[config.mk]
export PLATFORM = sky130hd
export DESIGN_NAME = wdo_top
export DESIGN_NICKNAME = d
export VERILOG_FILES = /design/src/pkg/wdo_pkg.sv /design/src/hdl/wdo_top.sv
export SDC_FILE = /design/constraint.sdc
export NUM_CORES = 1
export LEC_CHECK = 0
export BUFFER_PORTS_ARGS = -buffer_cell sky130_fd_sc_hd__clkbuf_2
export CORE_UTILIZATION = 56
export CTS_BUF_LIST = sky130_fd_sc_hd__clkbuf_2 sky130_fd_sc_hd__clkbuf_4 sky130_fd_sc_hd__clkbuf_8
export DETAILED_ROUTE_END_ITERATION = 6
export GPL_ROUTABILITY_DRIVEN = 0
export HOLD_SLACK_MARGIN = 0.03
export PLACE_DENSITY = 0.89
export SYNTH_ARGS = -nofsm -noshare
export SYNTH_HDL_FRONTEND = slang
export SYNTH_SLANG_ARGS = --single-unit
[constraint.sdc]
create_clock -name i_ref_clk -period 2.6 [get_ports i_ref_clk]
set_input_delay 0.39 -clock i_ref_clk [delete_from_list [all_inputs] [get_ports i_ref_clk]]
set_output_delay 0.39 -clock i_ref_clk [all_outputs]
set_load 0.02 [all_outputs]
[src/pkg/wdo_pkg.sv]
package wdo_pkg;

    // bus geometry
    localparam int WB_ADR_W = 18;
    localparam int WB_DAT_W = 32;
    localparam int REG_IDX_W = 16;
    localparam int REG_IDX_LSB = 2;

    // register indices, byte address is four times the index
    localparam logic [REG_IDX_W-1:0] IDX_OPTION_TWO = 16'h001E;
    localparam logic [REG_IDX_W-1:0] IDX_OPTION_ONE = 16'h001F;
    localparam logic [REG_IDX_W-1:0] IDX_STATUS = 16'h0020;
    localparam logic [REG_IDX_W-1:0] IDX_WATCHDOG_SERVICE = 16'hFFFF;

    // option register two fields
    localparam int OPT2_SERIAL_BAUD_CLOCK_SOURCE = 0;
    localparam int OPT2_OSC_RUN_IN_STOP = 1;

    // option register one fields
    localparam int OPT1_WATCHDOG_DISABLE = 0;
    localparam int OPT1_STOP_ENABLE = 1;
    localparam int OPT1_SHORT_STOP_RECOVERY = 2;
    localparam int OPT1_UNDERVOLT_TRIP_MODE_SELECT = 3;
    localparam int OPT1_UNDERVOLT_POWER_DISABLE = 4;
    localparam int OPT1_UNDERVOLT_RESET_DISABLE = 5;
    localparam int OPT1_UNDERVOLT_RUN_IN_STOP = 6;
    localparam int OPT1_WATCHDOG_RATE_SELECT = 7;

    // status register fields
    localparam int STAT_WATCHDOG_FLAG = 0;
    localparam int STAT_STOP_MODE = 1;
    localparam int STAT_COUNT_LSB = 8;

    localparam logic [7:0] OPTION_RESET = 8'h00;

    // watchdog structure
    localparam int PRESCALE_W = 12;
    localparam int WD_COUNT_W = 6;
    localparam int PRESCALE_KEEP = 4; // stages 1..4 survive a service write
    localparam int WD_TICKS = 64;
    localparam int LONG_TIMEOUT_CYCLES = 262128;
    localparam int SHORT_TIMEOUT_CYCLES = 8176;

    // stop recovery and power-on timing, in crystal clock cycles
    localparam int SHORT_RECOVERY_CYCLES = 32;
    localparam int LONG_RECOVERY_CYCLES = 4096;
    localparam int POR_SETTLE_CYCLES = 4096;
    localparam int RESET_PULSE_CYCLES = 32;
    localparam int DELAY_W = 13;

    // pin synchroniser
    localparam int PIN_COUNT = 3;
    localparam int PIN_RESET_N = 0;
    localparam int PIN_TST_IRQ = 1;
    localparam int PIN_TST_RST = 2;
    localparam logic [PIN_COUNT-1:0] PIN_IDLE = 3'h1;

    typedef enum logic [1:0] {
        WDO_RUN,
        WDO_STOP,
        WDO_RECOVER
    } wdo_power_t;

endpackage : wdo_pkg

[src/hdl/wdo_top.sv]
// Behaviour
// - each option register takes only its first write after any reset
// - reset clears option bits; trip-mode bit cleared only by power-on reset
// - trip-mode bit writable once per power-on reset only
// - oscillator-run-in-stop set keeps crystal running in stop, else stops
// - baud source bit picks bus clock when 1, oscillator when 0
// - rate select: 8176 cycles when 1, 262128 when 0; reset clears
// - undervolt inhibit runs in stop only with undervolt-run-in-stop set, power-disable clear
// - reset-disable blocks undervolt resets; power-disable switches inhibit off
// - trip-mode select: 5V mode when 1, 3V mode when 0
// - short recovery bit: 32 cycle stop exit, else 4096 cycles
// - stop exit through the reset pin always uses the long delay
// - stop-enable clear makes STOP an illegal-opcode reset instead of stop
// - watchdog disable bit 1 stops the watchdog, 0 lets it run
// - watchdog is a 6-bit counter behind a 12-bit prescaler; overflow resets
// - service location reads back the reset vector low byte
// - timeout drives reset pin low 32 cycles and sets watchdog flag
// - stop mode gates the watchdog clock and clears the prescaler
// - prescaler cleared once 4096 cycles after power-up
// - internal reset clears prescaler and counter; vector fetch clears prescaler
// - monitor and test-voltage conditions keep the watchdog disabled
// - the watchdog keeps counting in wait mode
`timescale 1ns/1ps
module wdo_top #(
    parameter int P_LONG_TIMEOUT = wdo_pkg::LONG_TIMEOUT_CYCLES,
    parameter int P_SHORT_TIMEOUT = wdo_pkg::SHORT_TIMEOUT_CYCLES
) (
    // clock and power-on reset
    input wire logic i_ref_clk,
    input wire logic i_rstn,
    // wishbone slave
    input wire logic i_wb_cyc,
    input wire logic i_wb_stb,
    input wire logic i_wb_we,
    input wire logic [wdo_pkg::WB_ADR_W-1:0] i_wb_adr,
    input wire logic [3:0] i_wb_sel,
    input wire logic [wdo_pkg::WB_DAT_W-1:0] i_wb_dat,
    output logic [wdo_pkg::WB_DAT_W-1:0] o_wb_dat,
    output logic o_wb_ack,
    // core events, same clock
    input wire logic i_int_reset,
    input wire logic i_vector_fetch,
    input wire logic i_stop_instr,
    input wire logic i_wakeup,
    input wire logic i_monitor_mode,
    input wire logic i_blank_vectors,
    input wire logic i_break_state,
    input wire logic [7:0] i_reset_vector_low,
    // pins from outside the clock domain
    input wire logic i_reset_pin_n,
    input wire logic i_tst_on_irq,
    input wire logic i_tst_on_rst,
    // option outputs
    output logic o_osc_enable,
    output logic o_serial_baud_clock_source,
    output logic o_undervolt_enable,
    output logic o_undervolt_reset_enable,
    output logic o_undervolt_trip_5v,
    // power mode and resets
    output logic o_stop_mode,
    output logic o_cpu_clock_enable,
    output logic o_illegal_opcode_reset,
    output logic o_reset_pin_low,
    output logic o_watchdog_flag
);
    import wdo_pkg::*;

    localparam logic [PRESCALE_W-1:0] LONG_TAP = PRESCALE_W'((P_LONG_TIMEOUT + 16) / WD_TICKS - 1);
    localparam logic [PRESCALE_W-1:0] SHORT_TAP = PRESCALE_W'((P_SHORT_TIMEOUT + 16) / WD_TICKS - 1);
    localparam logic [DELAY_W-1:0] SHORT_REC = DELAY_W'(SHORT_RECOVERY_CYCLES - 1);
    localparam logic [DELAY_W-1:0] LONG_REC = DELAY_W'(LONG_RECOVERY_CYCLES - 1);
    localparam logic [DELAY_W-1:0] POR_LAST = DELAY_W'(POR_SETTLE_CYCLES - 1);
    localparam logic [5:0] PULSE_LAST = 6'(RESET_PULSE_CYCLES - 1);
    localparam logic [PRESCALE_W-1:0] SERVICE_MASK = {{(PRESCALE_W-PRESCALE_KEEP){1'b0}}, {PRESCALE_KEEP{1'b1}}};

    function automatic logic wdo_hit(input logic [WB_ADR_W-1:0] adr, input logic [REG_IDX_W-1:0] idx);
        wdo_hit = (adr[WB_ADR_W-1:REG_IDX_LSB] == idx);
    endfunction : wdo_hit

    // pin synchronisers: three stages, change accepted when two and three agree
    logic [PIN_COUNT-1:0] pin_s1, pin_s2, pin_s3, pin_level;
    wire [PIN_COUNT-1:0] pin_raw = {i_tst_on_rst, i_tst_on_irq, i_reset_pin_n};
    always_ff @(posedge i_ref_clk or negedge i_rstn) begin
        if (!i_rstn) begin
            pin_s1 <= PIN_IDLE;
            pin_s2 <= PIN_IDLE;
            pin_s3 <= PIN_IDLE;
            pin_level <= PIN_IDLE;
        end else begin
            pin_s1 <= pin_raw;
            pin_s2 <= pin_s1;
            pin_s3 <= pin_s2;
            pin_level <= (pin_s2 & pin_s3) | (pin_level & (pin_s2 ^ pin_s3));
        end
    end
    wire reset_pin_low = !pin_level[PIN_RESET_N];
    wire tst_irq = pin_level[PIN_TST_IRQ];
    wire tst_rst = pin_level[PIN_TST_RST];

    // state
    logic [7:0] opt_one, opt_two;
    logic one_written, two_written, trip_written;
    logic [PRESCALE_W-1:0] prescale;
    logic [WD_COUNT_W-1:0] wd_count;
    logic [5:0] pulse_cnt;
    logic [DELAY_W-1:0] por_cnt, rec_cnt, rec_last;
    logic por_done, monitor_lock;
    wdo_power_t power;

    // bus decode
    wire bus_req = i_wb_cyc && i_wb_stb;
    wire bus_wr = bus_req && o_wb_ack && i_wb_we && i_wb_sel[0];
    wire bus_rd_now = bus_req && !o_wb_ack && !i_wb_we;
    wire hit_one = wdo_hit(i_wb_adr, IDX_OPTION_ONE);
    wire hit_two = wdo_hit(i_wb_adr, IDX_OPTION_TWO);
    wire hit_stat = wdo_hit(i_wb_adr, IDX_STATUS);
    wire hit_srv = wdo_hit(i_wb_adr, IDX_WATCHDOG_SERVICE);
    wire wr_one = bus_wr && hit_one;
    wire wr_two = bus_wr && hit_two;
    wire service = bus_wr && hit_srv;

    // option fields
    wire rate_fast = opt_one[OPT1_WATCHDOG_RATE_SELECT];
    wire wd_disable_bit = opt_one[OPT1_WATCHDOG_DISABLE];
    wire stop_enable = opt_one[OPT1_STOP_ENABLE];
    wire short_rec = opt_one[OPT1_SHORT_STOP_RECOVERY];
    wire uv_pwr_dis = opt_one[OPT1_UNDERVOLT_POWER_DISABLE];
    wire uv_stop_en = opt_one[OPT1_UNDERVOLT_RUN_IN_STOP];

    // watchdog enable, tick and overflow
    wire monitor_tst = i_monitor_mode && (tst_irq || tst_rst);
    wire break_tst = i_break_state && tst_rst;
    wire wd_enable = !wd_disable_bit && !monitor_lock && !monitor_tst && !break_tst;
    wire wd_clocked = (power == WDO_RUN) && por_done;
    wire [PRESCALE_W-1:0] tap = rate_fast ? SHORT_TAP : LONG_TAP;
    wire wd_tick = wd_clocked && wd_enable && ((prescale & tap) == tap);
    wire wd_fire = wd_tick && (wd_count == {WD_COUNT_W{1'b1}}) && !service;
    wire int_rst = i_int_reset || wd_fire;

    // stop handling
    wire stop_taken = (power == WDO_RUN) && i_stop_instr && stop_enable;
    wire stop_illegal = (power == WDO_RUN) && i_stop_instr && !stop_enable;
    wire stop_exit_pin = (power == WDO_STOP) && reset_pin_low;
    wire stop_exit_irq = (power == WDO_STOP) && i_wakeup && !reset_pin_low;
    wire [DELAY_W-1:0] next_rec_last = (stop_exit_irq && short_rec) ? SHORT_REC : LONG_REC;

    // option write acceptance, only the first write after a reset lands
    wire take_one = wr_one && !one_written;
    wire take_two = wr_two && !two_written;
    wire take_trip = wr_one && !trip_written;
    wire [7:0] trip_mask = 8'(1 << OPT1_UNDERVOLT_TRIP_MODE_SELECT);
    wire [7:0] next_opt_one = ((take_one ? i_wb_dat[7:0] : opt_one) & ~trip_mask)
                            | ((take_trip ? i_wb_dat[7:0] : opt_one) & trip_mask);

    // read mux, answers with zero for unmapped words
    wire [WB_DAT_W-1:0] stat_word = WB_DAT_W'({wd_count, 8'h00}) | WB_DAT_W'({power == WDO_STOP, o_watchdog_flag});
    wire [WB_DAT_W-1:0] next_rdata = hit_one ? WB_DAT_W'(opt_one)
                                   : hit_two ? WB_DAT_W'(opt_two)
                                   : hit_stat ? stat_word
                                   : hit_srv ? WB_DAT_W'(i_reset_vector_low)
                                   : {WB_DAT_W{1'b0}};

    // wishbone handshake: ack one cycle after the strobe, dropped the next cycle
    always_ff @(posedge i_ref_clk or negedge i_rstn) begin
        if (!i_rstn) begin
            o_wb_ack <= 1'b0;
            o_wb_dat <= {WB_DAT_W{1'b0}};
        end else begin
            o_wb_ack <= bus_req && !o_wb_ack;
            o_wb_dat <= bus_rd_now ? next_rdata : {WB_DAT_W{1'b0}};
        end
    end

    // option registers; the trip bit and its write-once flag survive internal resets
    always_ff @(posedge i_ref_clk or negedge i_rstn) begin
        if (!i_rstn) begin
            opt_one <= OPTION_RESET;
            opt_two <= OPTION_RESET;
            one_written <= 1'b0;
            two_written <= 1'b0;
            trip_written <= 1'b0;
        end else if (int_rst) begin
            opt_one <= opt_one & trip_mask;
            opt_two <= OPTION_RESET;
            one_written <= 1'b0;
            two_written <= 1'b0;
        end else begin
            opt_one <= next_opt_one;
            if (take_two) begin
                opt_two <= i_wb_dat[7:0];
            end
            one_written <= one_written || wr_one;
            two_written <= two_written || wr_two;
            trip_written <= trip_written || wr_one;
        end
    end

    // power-on settle counter, a single prescaler clear when it expires
    always_ff @(posedge i_ref_clk or negedge i_rstn) begin
        if (!i_rstn) begin
            por_cnt <= {DELAY_W{1'b0}};
            por_done <= 1'b0;
        end else if (!por_done) begin
            por_cnt <= por_cnt + DELAY_W'(1);
            por_done <= (por_cnt == POR_LAST);
        end
    end

    // blank-vector monitor entry latches the watchdog off until power-on reset
    always_ff @(posedge i_ref_clk or negedge i_rstn) begin
        if (!i_rstn) begin
            monitor_lock <= 1'b0;
        end else if (i_monitor_mode && i_blank_vectors && !tst_irq) begin
            monitor_lock <= 1'b1;
        end
    end

    // prescaler and counter; the prescaler runs even when disabled counting is held
    wire pre_clear = int_rst || i_vector_fetch || stop_taken || (power != WDO_RUN)
                   || (!por_done && por_cnt == POR_LAST);
    always_ff @(posedge i_ref_clk or negedge i_rstn) begin
        if (!i_rstn) begin
            prescale <= {PRESCALE_W{1'b0}};
        end else if (pre_clear) begin
            prescale <= {PRESCALE_W{1'b0}};
        end else if (service) begin
            prescale <= prescale & SERVICE_MASK;
        end else if (wd_clocked) begin
            prescale <= prescale + PRESCALE_W'(1);
        end
    end

    always_ff @(posedge i_ref_clk or negedge i_rstn) begin
        if (!i_rstn) begin
            wd_count <= {WD_COUNT_W{1'b0}};
        end else if (int_rst || service || !wd_enable) begin
            wd_count <= {WD_COUNT_W{1'b0}};
        end else if (wd_tick) begin
            wd_count <= wd_count + WD_COUNT_W'(1);
        end
    end

    // timeout reset pulse on the reset pin
    always_ff @(posedge i_ref_clk or negedge i_rstn) begin
        if (!i_rstn) begin
            pulse_cnt <= 6'h00;
            o_reset_pin_low <= 1'b0;
        end else if (wd_fire) begin
            pulse_cnt <= 6'h00;
            o_reset_pin_low <= 1'b1;
        end else if (o_reset_pin_low) begin
            pulse_cnt <= pulse_cnt + 6'h01;
            o_reset_pin_low <= (pulse_cnt != PULSE_LAST);
        end
    end

    // watchdog cause flag, cleared by reading status; a new timeout wins
    wire stat_read = bus_req && o_wb_ack && !i_wb_we && hit_stat;
    always_ff @(posedge i_ref_clk or negedge i_rstn) begin
        if (!i_rstn) begin
            o_watchdog_flag <= 1'b0;
        end else begin
            o_watchdog_flag <= wd_fire || (o_watchdog_flag && !stat_read);
        end
    end

    // stop mode sequencer
    always_ff @(posedge i_ref_clk or negedge i_rstn) begin
        if (!i_rstn) begin
            power <= WDO_RUN;
            rec_cnt <= {DELAY_W{1'b0}};
            rec_last <= LONG_REC;
        end else if (int_rst) begin
            power <= WDO_RUN;
            rec_cnt <= {DELAY_W{1'b0}};
        end else begin
            unique case (power)
                WDO_RUN: begin
                    if (stop_taken) begin
                        power <= WDO_STOP;
                    end
                end
                WDO_STOP: begin
                    if (stop_exit_pin || stop_exit_irq) begin
                        power <= WDO_RECOVER;
                        rec_cnt <= {DELAY_W{1'b0}};
                        rec_last <= next_rec_last;
                    end
                end
                WDO_RECOVER: begin
                    rec_cnt <= rec_cnt + DELAY_W'(1);
                    if (rec_cnt == rec_last) begin
                        power <= WDO_RUN;
                    end
                end
            endcase
        end
    end

    // registered option and mode outputs
    wire next_stop = ((power == WDO_STOP) || stop_taken) && !int_rst;
    always_ff @(posedge i_ref_clk or negedge i_rstn) begin
        if (!i_rstn) begin
            o_osc_enable <= 1'b1;
            o_serial_baud_clock_source <= 1'b0;
            o_undervolt_enable <= 1'b1;
            o_undervolt_reset_enable <= 1'b1;
            o_undervolt_trip_5v <= 1'b0;
            o_stop_mode <= 1'b0;
            o_cpu_clock_enable <= 1'b1;
            o_illegal_opcode_reset <= 1'b0;
        end else begin
            o_osc_enable <= !next_stop || opt_two[OPT2_OSC_RUN_IN_STOP];
            o_serial_baud_clock_source <= opt_two[OPT2_SERIAL_BAUD_CLOCK_SOURCE];
            o_undervolt_enable <= !uv_pwr_dis && (!next_stop || uv_stop_en);
            o_undervolt_reset_enable <= !opt_one[OPT1_UNDERVOLT_RESET_DISABLE];
            o_undervolt_trip_5v <= opt_one[OPT1_UNDERVOLT_TRIP_MODE_SELECT];
            o_stop_mode <= next_stop;
            o_cpu_clock_enable <= !next_stop && (power != WDO_RECOVER || rec_cnt == rec_last);
            o_illegal_opcode_reset <= stop_illegal;
        end
    end

endmodule : wdo_top

Word-level counts from Yosys, hierarchy flattened:

Index checks and enable logic that the tools add are counted.

* flip-flop bits (word level): 123
* input port bits: 77
* output and inout port bits: 43
* word-level logic and storage cells: 180

* add/sub/neg operators: 5
* equality and inequality tests: 16
* mux-type cells: 32
* bitwise operators: 8
* reductions and logical operators: 87

Operators with widths (count)
* $mux 12: 5
* $mux 14: 4
* $mux 8: 5
* $logic_and 1x1->1: 38
* $eq 16x5->1 const B: 2
* $add 13x1->13 const B: 2
* $mux 13: 2
* $pmux 13 s2: 1
* $mux 6: 4
* $logic_not 1->1: 20
* $logic_or 1x1->1: 17
* $eq 16x16->1 const B: 1
* $eq 16x6->1 const B: 1
* $or 14x2->14: 1
* $eq 13x12->1 const B: 1
* $eq 13x13->1: 1
* $add 12x1->12 const B: 1
* $add 6x1->6 const B: 2
* $and 12x12->12: 1
* $eq 12x12->1: 1
* $reduce_bool 2->1: 5
* $ne 3x3->1 const B: 3
* $mux 2: 4
* $or 8x4->8: 1
* other kinds (17): 25

Longest topological paths before layout:

Gate-level depths: netlist (run 1).

* depth after elaboration: 16
* depth in mapped cells: 9

Worst setup path before layout (run 1):

No wires, ideal clock.

* path kind: input-to-reg
* start point: input i_wb_adr[14] in the netlist's numbering
* end point: register opt_one[3]
* data arrival time: 1985 ps
* slack: 488 ps
* stages on the path: 5
* buffers on the path: 0
* cells stage by stage: nor4_4 nand4_4 or3_4 a2111oi_4 mux2_1

* cells in the longest elaborated chain, start to end: 5

Ends and longest elaborated chain
* start, declared: RTL line wdo_top.sv:35 `input wire logic [wdo_pkg::WB_ADR_W-1:0] i_wb_adr,`
* $eq 16x5->1 or $eq 16x16->1 (tied branches): RTL line wdo_top.sv:77 `wdo_hit = (adr[WB_ADR_W-1:REG_IDX_LSB] == idx);`
* $logic_and 1x1->1 (on tied branches): RTL line wdo_top.sv:118, wdo_top.sv:120
* $logic_and 1x1->1 or $logic_not 1->1 (tied branches): RTL line wdo_top.sv:150, wdo_top.sv:137
* $mux 4 or $logic_and 1x1->1 (tied branches): RTL line wdo_top.sv:153, wdo_top.sv:137
* $or 8x4->8 or $logic_or 1x1->1 (tied branches): RTL line wdo_top.sv:153, wdo_top.sv:138
* end signal, assigned: RTL line wdo_top.sv:183 `opt_one <= opt_one & trip_mask;`
* end signal, assigned: RTL line wdo_top.sv:188 `opt_one <= next_opt_one;`
* end, declared: RTL line wdo_top.sv:101 `logic [7:0] opt_one, opt_two;`

Parallel ways exist; a longest one is shown, timed or not.
A chain may end at the register's enable or synchronous reset.

Final worst setup path (run 1):

* start point: register prescale[2]
* end point: register power[1]

* cells in the longest elaborated chain, start to end: 8

Ends and longest elaborated chain
* start, declared: RTL line wdo_top.sv:103 `logic [PRESCALE_W-1:0] prescale;`
* start signal, assigned: RTL line wdo_top.sv:223 `prescale <= {PRESCALE_W{1'b0}};`
* start signal, assigned: RTL line wdo_top.sv:225 `prescale <= {PRESCALE_W{1'b0}};`
* start signal, assigned: RTL line wdo_top.sv:227 `prescale <= prescale & SERVICE_MASK;`
* $and 12x12->12 *: RTL line wdo_top.sv:136 `wire wd_tick = wd_clocked && wd_enable && ((prescale & tap) == tap);`
* $eq 12x12->1 *: RTL line wdo_top.sv:136
* $logic_and 1x1->1 *: RTL line wdo_top.sv:136
* $logic_and 1x1->1 * (2 in series): RTL line wdo_top.sv:137 `wire wd_fire = wd_tick && (wd_count == {WD_COUNT_W{1'b1}}) && !service;`
* $logic_or 1x1->1 *: RTL line wdo_top.sv:138 `wire int_rst = i_int_reset || wd_fire;`
* $ne 3x3->1 (no line)
* $reduce_and 3->1 (no line)
* end signal, assigned: RTL line wdo_top.sv:270 `power <= WDO_RUN;`
* end signal, assigned: RTL line wdo_top.sv:274 `power <= WDO_RUN;`
* end signal, assigned: RTL line wdo_top.sv:280 `power <= WDO_STOP;`
* end, declared: RTL line wdo_top.sv:108 `wdo_power_t power;`

Mark *: on every way between the ends. The rest lies on a longest branch, timed or not.

==> results.txt, run 1 <==
Root Driver = clkbuf_8
Initial Util = 57.77%
RR Endpoint = power[1]
max frequency = 424.1 MHz
total clock sinks = 111
top cells by count, synth = 102 x dfrtp_1, 75 x nor2_1, 37 x nand2_1, 28 x xnor2_1, 23 x a21oi_1
final worst path period need = 2.358 ns
Largest delay share family, worst path = simple AND/OR/NAND/NOR gates
via/cell ratio = 5.604
RSZ-0062 raised after global routing = false
# Max-Cap Violations = 0
H-tree Lvls = 3
Worst setup EP type = flip-flop
Finished Layout Cells = 724
CTS tree = built
Net Sw Frac = 27.55%
combinational fraction of design power = 11.3%
reg2reg path depth = 6
routed wire length = 11260 µm
violation count after the first detailed-route iteration = 269
final core utilization = 65.25%
first-pass GRT wire length = 19160 µm
worst slew pin tran = 0.6448 ns
cell with the most instances after synthesis = dfrtp_1
number of flops mapped to enable cells by yosys = 0
run status = completed
sequential share of the synthesized area = 52.25%
diode count = 0
clock slew at reported path FFs = 0.11 ns
Lkg Pwr = 2.606 nW
post-CTS setup buffers = 0
initial antenna violation count = 0
Synth area leaders = dfrtp_1 48%, nor2_1 5.3%, xnor2_1 4.6%
nets = 678
placed cell areas = 5837 µm²
CP bufs+invs = 1
P_int = 2.268 mW
flop-to-flop setup slack = 0.24 ns
number of detailed-route iterations in the first pass = 4
hold path depth = 1
WP data required = 2.87 ns
Cell Area, Synth = 5338 µm²
CTS Buffer Depth = 2
worst hold path startpoint = i_reset_pin_n
Max transition margin = 56.90%
synth unique cells = 58
boundary pin count = 120
grt ovf = 0
Via Count = 4057
WHS Endpoint = pin_s1[0]
DRT antenna net count = 0
IO Port Bufs = 72
vias in the first global route = 4059
syn avg cell area = 10.49 µm²
average routed wire per standard cell = 15.55 µm
share of post-route cells with drive strength above 1 = 20.34%
GRT Overall Usage = 24.77%
Max Clock Skew = 0.01590 ns
# setup viols final = 0
ys async rst share = 100.0%
Syn. warnings = 0
core area = 9240 µm²
Tcrit/Tclk final = 90.69%
post-route cell area = 6030 µm²
pwr dens = 519.2 nW/µm²
Worst EP arrival = 2.63 ns
CP max-delay cell = nor4b_2
die area = 9926 µm²
Rows = 35
Layout area overhead = 12.96%
detailed placer's ending HPWL = 8245 µm
sequential power share = 57.5%
DIE HEIGHT = 99.63 µm
die width = 99.63 µm
Clock Latency Late Sink = 0.39 ns
dpl cells = 707
Primary FF master, synth = dfrtp_1
CTS buffer count = 9
RR Startpoint = prescale[2]
Fin Setup TNS = 0 ns
Synth area leader = dfrtp_1
Fin. Hold Viols = 0
CP Cell Sequence = nand4_1 > nor4_1 > nor4b_2 > a21o_1 > buf_12 > o21ba_1
crit-path max cell delay = 0.58 ns
Max Slew Vio Count = 0
Yosys reg bits = 111
sw power = 862.5 µW
HP Class = in -> reg
Synth Instances = 509
critical path type = reg -> reg
IR drop worst, VDD = 0.3025 mV
top-area cell type share of the netlist area = 47.82%
DR DRC count = 0
clock group share of total power = 31.2%
largest net degree at the start of global routing = 52
CP startpoint kind = flip-flop
CP Max Fanout = 23
## layout by cell type (no fill, tap or decap), types with 3 or more instances in the layout
cell,instances
nor4_4,4
nand3_1,16
and3_1,7
dfstp_2,9
a21o_1,7
ha_1,11
a21oi_1,23
buf_4,10
nor2b_1,3
xor2_1,5
nand4_1,19
a211oi_1,3
and2_1,11
nor4_1,7
mux2i_1,15
xnor2_1,28
nor3_1,14
or3_1,5
nand2_1,37
inv_1,12
a311oi_1,4
a22oi_1,4
a311o_1,3
nand4b_1,4
conb_1,18
o21ai_0,10
dfrtp_1,102
clkbuf_2,71
nor2_1,75
clkbuf_8,9
inv_6,4
## per-stage QoR
step / setup slack [ns] / hold WS [ns] / power [mW]
CTS: 0.2651 / 0.08182 / 3.145
detailed placement: 0.2242 / 0.3402 / 2.185
global placement: 0.2664 / 0.3324 / 2.170
global route: 0.02623 / 0.06388 / 3.267
finish: 0.2421 / 0.08687 / 3.131
floorplan: 0.4877 / 0.09441 / 2.048
## worst reg2reg max path: stages (launching register included)
cell and delay [ns]:
dfrtp_1 0.45, nand4_1 0.20, nor4_1 0.29, nor4b_2 0.58, a21o_1 0.38, buf_12 0.20, o21ba_1 0.16
## worst max path at each step
stage                 startpoint          to  slack [ns]  cells after the start
finish               prescale[2]    power[1]        0.24                      6
global route         prescale[2]    power[1]        0.03                      6
CTS                  prescale[2]    power[1]        0.27                      6
detailed placement  i_wb_adr[14]  opt_one[3]        0.22                      6
global placement    i_wb_adr[14]  opt_one[3]        0.27                      6
floorplan           i_wb_adr[14]  opt_one[3]        0.49                      5
## registers in the layout, summed over array words and instances (netlist names), 2 cells and up
register   flops
rec_cnt       13
power          2
pin_s2         3
pin_level      3
wd_count       6
pin_s1         3
opt_two        8
pulse_cnt      6
o_wb_dat      14
por_cnt       13
opt_one        8
pin_s3         3
prescale      12
## power groups by stage
stage	Combinational (mW)	Clock [mW]	Sequential, mW
final	0.354	0.977	1.80
after detailed placement	0.352	0	1.83
after CTS	0.355	0.990	1.80
after floorplan	0.203	0	1.84
after global routing	0.395	1.07	1.80
after global placement	0.340	0	1.83
## metal layers
layer	wire, µm	part of all wire, %	global-route usage [%]
met4	189	1.7	8.824
met1	4696	42	31.97
met3	522	4.6	5.833
met2	5849	52	41.08
met5	0	0	0
## layout make-up
type / count / area [µm²]
well taps: 129 / 161.4
clock buffers: 10 / 131.4
inverters: 12 / 45.04
fillers: 732 / 3211
clock inverters: 6 / 51.30
repair buffers: 84 / 480.5
multi-input cells: 372 / 2371
flip-flops and latches: 111 / 2789
## cell families after synthesis
group	Yosys count	share of synthesized area, %
AO/OA/AOI/OAI	77	10.34
XOR/XNOR	33	5.415
adder cells (fa/ha/maj)	11	2.578
buffers and inverters	43	4.524
flip-flops	111	52.25
multiplexers	17	3.235
other	1	0.07026
AND/OR/NAND/NOR	216	21.59
## what timing repair did
| action | in CTS | in global routing |
|---|---|---|
| gates resized for setup | 0 | 0 |
| hold buffers | 1 | 0 |
| endpoints found under the hold margin | 36 | 0 |
(Power assumes the default switching activity.)
==> run 2, diff against run 1 <==
--- a/config.mk
+++ b/config.mk
@@ -14,2 +14,3 @@
 export PLACE_DENSITY = 0.89
+export SETUP_SLACK_MARGIN = 0.3
 export SYNTH_ARGS = -nofsm -noshare
--- a/constraint.sdc
+++ b/constraint.sdc
@@ -3,2 +3,2 @@
 set_output_delay 0.39 -clock i_ref_clk [all_outputs]
-set_load 0.02 [all_outputs]
+set_load 0.005 [all_outputs]
==> results.txt, run 2 (synthesis gave the netlist of run 1 again) <==
most frequent cells in the layout = 102 x dfrtp_1, 75 x nor2_1, 71 x clkbuf_2, 37 x nand2_1, 28 x xnor2_1
number of flip-flops in the largest register = 14 (unchanged)
RSZ-0062 raised after global routing = false
CTS tree = built
commonest non-fill, non-tap cell in the layout = dfrtp_1
HP Class = in -> reg
# setup viols final = 0 (unchanged)
crit-path max cell delay = 0.48 ns (-0.10 ns)
total clock sinks = 111 (unchanged)
grt ovf = 0 (unchanged)
DIE HEIGHT = 99.63 µm (unchanged)
Worst EP arrival = 2.49 ns (-0.14 ns)
flop-to-flop setup slack = 0.39 ns (+0.15 ns)
run status = completed
CTS Buffer Depth = 2 (unchanged)
Worst setup EP type = flip-flop
Fin Setup TNS = 0 ns (unchanged)
placed cell areas = 5837 µm² (unchanged)
H-tree Lvls = 3 (unchanged)
CP startpoint kind = flip-flop
Initial Util = 57.77% (unchanged)
worst hold path startpoint = i_reset_pin_n
violation count after the first detailed-route iteration = 227 (-16%)
CP max-delay cell = a31oi_2
setup ws final = 0.3886 ns (+0.1465 ns)
max frequency = 452.2 MHz (+6.6%)
CTS buffer count = 9 (unchanged)
vias in the first global route = 4078 (+0.47%)
DR DRC count = 0 (unchanged)
average routed wire per standard cell = 15.72 µm (+1.1%)
share of post-route cells with drive strength above 1 = 21.31% (+0.97 points)
Fin. Hold Viols = 0 (unchanged)
number of detailed-route iterations in the first pass = 5 (+1)
CP bufs+invs = 1 (unchanged)
Place WS = 0.2242 ns (unchanged)
worst slew pin tran = 0.6254 ns (-0.01949 ns)
clock slew at reported path FFs = 0.11 ns (about the same)
detailed placer's ending HPWL = 8245 µm (unchanged)
post-route cell area = 6070 µm² (+0.66%)
Reg with most FFs = o_wb_dat
Finished Layout Cells = 725 (+0.14%)
DRT antenna net count = 0 (unchanged)
IO Port Bufs = 72 (unchanged)
routed wire length = 11400 µm (+1.2%)
GRT Overall Usage = 24.89% (+0.13 points)
Max Slew Vio Count = 0 (unchanged)
Clock Latency Late Sink = 0.39 ns (about the same)
RR Endpoint = opt_one[3]
Root Driver = clkbuf_8
Max transition margin = 58.00% (+1.1 points)
# Max-Cap Violations = 0 (unchanged)
hold_ws = 0.07983 ns (-0.007045 ns)
reg2reg path depth = 6 (unchanged)
die width = 99.63 µm (unchanged)
die area = 9926 µm² (unchanged)
CP Max Fanout = 6 (-74%)
critical path startpoint = prescale[9]
largest net degree at the start of global routing = 52 (unchanged)
IR drop worst, VDD = 0.3053 mV (+0.92%)
diode count = 0 (unchanged)
initial antenna violation count = 0 (unchanged)
Max Clock Skew = 0.01148 ns (-0.004415 ns)
WP data required = 2.88 ns (about the same)
Rows = 35 (unchanged)
CP Cell Sequence = and3_1 > a31oi_2 > nor4b_4 > buf_4 > a2111oi_4 > mux2_1
Via Count = 4099 (+1.0%)
critical path type = reg -> reg
nets = 679 (+0.15%)
via/cell ratio = 5.654 (+0.90%)
first-pass GRT wire length = 19250 µm (+0.47%)
final worst path period need = 2.211 ns (-0.1465 ns)
Layout area overhead = 13.71%
pwr dens = 511.6 nW/µm² (-1.5%)
dpl cells = 707 (unchanged)
Largest delay share family, worst path = compound AO/OA/AOI/OAI gates
hold path depth = 1 (unchanged)
top flop regs = o_wb_dat: 14 flops, por_cnt: 13 flops, rec_cnt: 13 flops
Lkg Pwr = 2.649 nW (+1.6%)
WHS Endpoint = pin_s1[0]
boundary pin count = 120 (unchanged)
core area = 9240 µm² (unchanged)
RR Startpoint = prescale[9]
Tcrit/Tclk final = 85.05% (-5.6 points)
-- run 2: layout make-up --
type                       count  area, µm²
tap                          129      161.4
multi-input combinational    372       2404
fill                         728       3171
clock inverter                 6      51.30
inverter                      12      45.04
sequential                   111       2789
clock buffer                  10      131.4
timing repair buffer          85      488.0
-- run 2: where the power goes --
part	switching (mW)	leakage [nW]	internal, mW
logic	0.206	1.08	0.120
clock network	0.605	0.0917	0.375
registers	0.0249	1.47	1.78
-- run 2: repair_timing --
item,CTS,global route
setup endpoints to repair,13,52
endpoints found under the hold margin,36,0
setup buffers,0,1
hold buffers,1,0
gates resized for setup,2,6
pin swaps,0,1
cloned,0,0
-- run 2: worst register-to-register path, delay by kind of cell (launching register included) --
family                 cells  cell delay [ns]
AO/OA/AOI/OAI              2             0.83
buffers and inverters      1             0.18
flip-flops                 1             0.43
multiplexers               1             0.35
AND/OR/NAND/NOR            2             0.32
-- run 2: through the flow --
stage | util [%] | power [mW]
after floorplan | - | 2.013
after global placement | 63.17 | 2.137
after detailed placement | 63.17 | 2.152
after CTS | 65.42 | 3.111
after global routing | 65.69 | 3.238
final | 65.69 | 3.105
-- run 2: routing by layer --
metal | wire (µm) | track usage [%] | part of all wire (%) | vias to the layer above
met2 | 5910 | 41.45 | 52 | 131
met3 | 581 | 5.903 | 5.1 | 23
met5 | 0 | 0 | 0 | -
li1 | - | - | - | 1937
met1 | 4705 | 31.94 | 41 | 2008
met4 | 200 | 8.937 | 1.8 | 0
-- run 2: worst max path at each step --
stage / slack [ns] / to / cells after the start
floorplan: 0.49 / opt_one[3] / 5
global placement: 0.27 / opt_one[3] / 6
detailed placement: 0.22 / opt_one[3] / 6
CTS: 0.35 / prescale[6] / 7
global route: 0.30 / opt_one[3] / 6
finish: 0.39 / opt_one[3] / 6
==> run 3, diff against run 2 <==
PLACE_DENSITY = unset   (was 0.89)
PLACE_DENSITY_LB_ADDON = 0.12   (was unset)
==> results.txt, run 3 (synthesis gave the netlist of run 1 again) <==
total clock sinks = 111 (unchanged)
wire length on met3 = 382 µm (-34%)
Max Clock Skew = 0.01185 ns (+0.0003635 ns)
number of flip-flops in the largest register = 14 (unchanged)
CTS tree = built
IO Port Bufs = 72 (unchanged)
boundary pin count = 120 (unchanged)
commonest non-fill, non-tap cell in the layout = dfrtp_1
# Max-Cap Violations = 0 (unchanged)
die area = 9926 µm² (unchanged)
Worst EP arrival = 2.46 ns (-0.03 ns)
top flop regs = o_wb_dat: 14 flops, por_cnt: 13 flops, rec_cnt: 13 flops
hold buffer count at cts = 0 (-1)
worst slew pin tran = 0.7607 ns (+0.1353 ns)
total power = 3.120 mW (+0.47%)
CTS buffer count = 9 (unchanged)
uppermost layer routed = met4
most frequent cells in the layout = 102 x dfrtp_1, 75 x nor2_1, 71 x clkbuf_2, 37 x nand2_1, 28 x xnor2_1
DR WL met2 = 5430 µm (-8.1%)
GRT Overall Usage = 24.42% (-0.47 points)
final core utilization = 65.57% (-0.12 points)
share of post-route cells with drive strength above 1 = 21.18% (-0.13 points)
Worst setup EP type = flip-flop
Tcrit/Tclk final = 82.94% (-2.1 points)
CTS Buffer Depth = 2 (unchanged)
first-pass GRT wire length = 19080 µm (-0.90%)
Rows = 35 (unchanged)
Fin Setup TNS = 0 ns (unchanged)
via/cell ratio = 5.580 (-1.3%)
diode count = 0 (unchanged)
largest net degree at the start of global routing = 50 (-3.8%)
clock slew at reported path FFs = 0.11 ns (about the same)
vias in the first global route = 4024 (-1.3%)
HP Class = in -> async
Clock Latency Late Sink = 0.38 ns (about the same)
WP data required = 2.91 ns (+0.03 ns)
hold_ws = 0.02054 ns (-0.05929 ns)
final worst path period need = 2.156 ns (-0.05493 ns)
routed wire length = 11080 µm (-2.8%)
Root Driver = clkbuf_8
crit-path max cell delay = 0.45 ns (-0.03 ns)
pwr dens = 514.9 nW/µm² (+0.65%)
Layout area overhead = 13.50%
reg2reg path depth = 7 (+1)
Largest delay share family, worst path = compound AO/OA/AOI/OAI gates
Lkg Pwr = 2.650 nW (about the same)
# setup viols final = 0 (unchanged)
cell depth of the worst setup path = 7 (+1)
Max Slew Vio Count = 0 (unchanged)
CP max-delay cell = a2111o_1
die width = 99.63 µm (unchanged)
CP Max Fanout = 8 (+2)
H-tree Lvls = 3 (unchanged)
DRT antenna net count = 0 (unchanged)
Met1 Wirelength = 5114 µm (+8.7%)
flop-to-flop setup slack = 0.44 ns (+0.05 ns)
initial antenna violation count = 0 (unchanged)
grt ovf = 0 (unchanged)
DIE HEIGHT = 99.63 µm (unchanged)
core area = 9240 µm² (unchanged)
critical path type = reg -> reg
Reg with most FFs = o_wb_dat
max frequency = 463.7 MHz (+2.5%)
Via Count = 4040 (-1.4%)
CP bufs+invs = 2 (+1)
nets = 678 (-0.15%)
number of detailed-route iterations in the first pass = 4 (-1)
RSZ-0062 raised after global routing = false
Max transition margin = 48.95% (-9.0 points)
Initial Util = 57.77% (unchanged)
run status = completed
IR drop worst, VDD = 0.3639 mV (+19%)
average routed wire per standard cell = 15.30 µm (-2.7%)
DR DRC count = 0 (unchanged)
CP startpoint kind = flip-flop
detailed placer's ending HPWL = 7831 µm (-5.0%)
Fin. Hold Viols = 0 (unchanged)
violation count after the first detailed-route iteration = 178 (-22%)
CP Cell Sequence = inv_1 > ha_4 > a21bo_1 > a311o_2 > a2111o_1 > buf_12 > nor2_1
==> run 3: worst paths after layout <==
check | endpoint | startpoint
min | pin_s2[1] | i_rstn
min in group i_ref_clk | pin_s1[0] | i_reset_pin_n
max in group asynchronous | o_undervolt_reset_enable | i_rstn
min reg2reg | pin_s2[1] | pin_s1[1]
max reg2reg | prescale[11] | power[0]
max | prescale[11] | power[0]
==> run 3: power by group <==
group | internal (mW) | switching, mW | total, mW | leakage, nW
Sequential | 1.78 | 0.0246 | 1.80 | 1.47
Combinational | 0.133 | 0.211 | 0.344 | 1.08
Clock | 0.363 | 0.613 | 0.976 | 0.0923
==> run 3: worst register-to-register path, cell delays in order, from the launching register on <==
cell and delay (ns):
dfrtp_1 0.41, inv_1 0.13, ha_4 0.18, a21bo_1 0.23, a311o_2 0.43, a2111o_1 0.45, buf_12 0.15, nor2_1 0.10
==> run 3: timing repair <==
action,4_1_cts,5_1_grt
setup buffers,1,0
gates resized for setup,0,7
endpoints found under the setup margin,8,49
pin swaps,1,0
==> run 3: cell type report <==
| cell class | instances | area, µm² |
|---|---|---|
| fill | 769 | 3182 |
| sequential | 111 | 2789 |
| multi-input combinational | 372 | 2406 |
| timing repair buffer | 84 | 478.0 |
| tap | 129 | 161.4 |
| clock buffer | 9 | 123.9 |
| clock inverter | 7 | 55.05 |
| inverter | 12 | 45.04 |
==> run 3: stage by stage <==
stage | cell area (µm²) | worst slack (ns) | std cells
after detailed placement | 5824 | 0.2298 | 707
final | 6058 | 0.4435 | 724
after CTS | 6023 | 0.3275 | 724
after global routing | 6058 | 0.3316 | 724
after floorplan | 5401 | 0.4877 | 526
after global placement | 5824 | 0.2291 | 707
==> run 3: routing by layer <==
layer	global-route usage, %	vias to the layer above
li1	-	1928
met1	32.79	1996
met2	40.54	101
met3	4.357	15
met4	7.805	0
met5	0	-
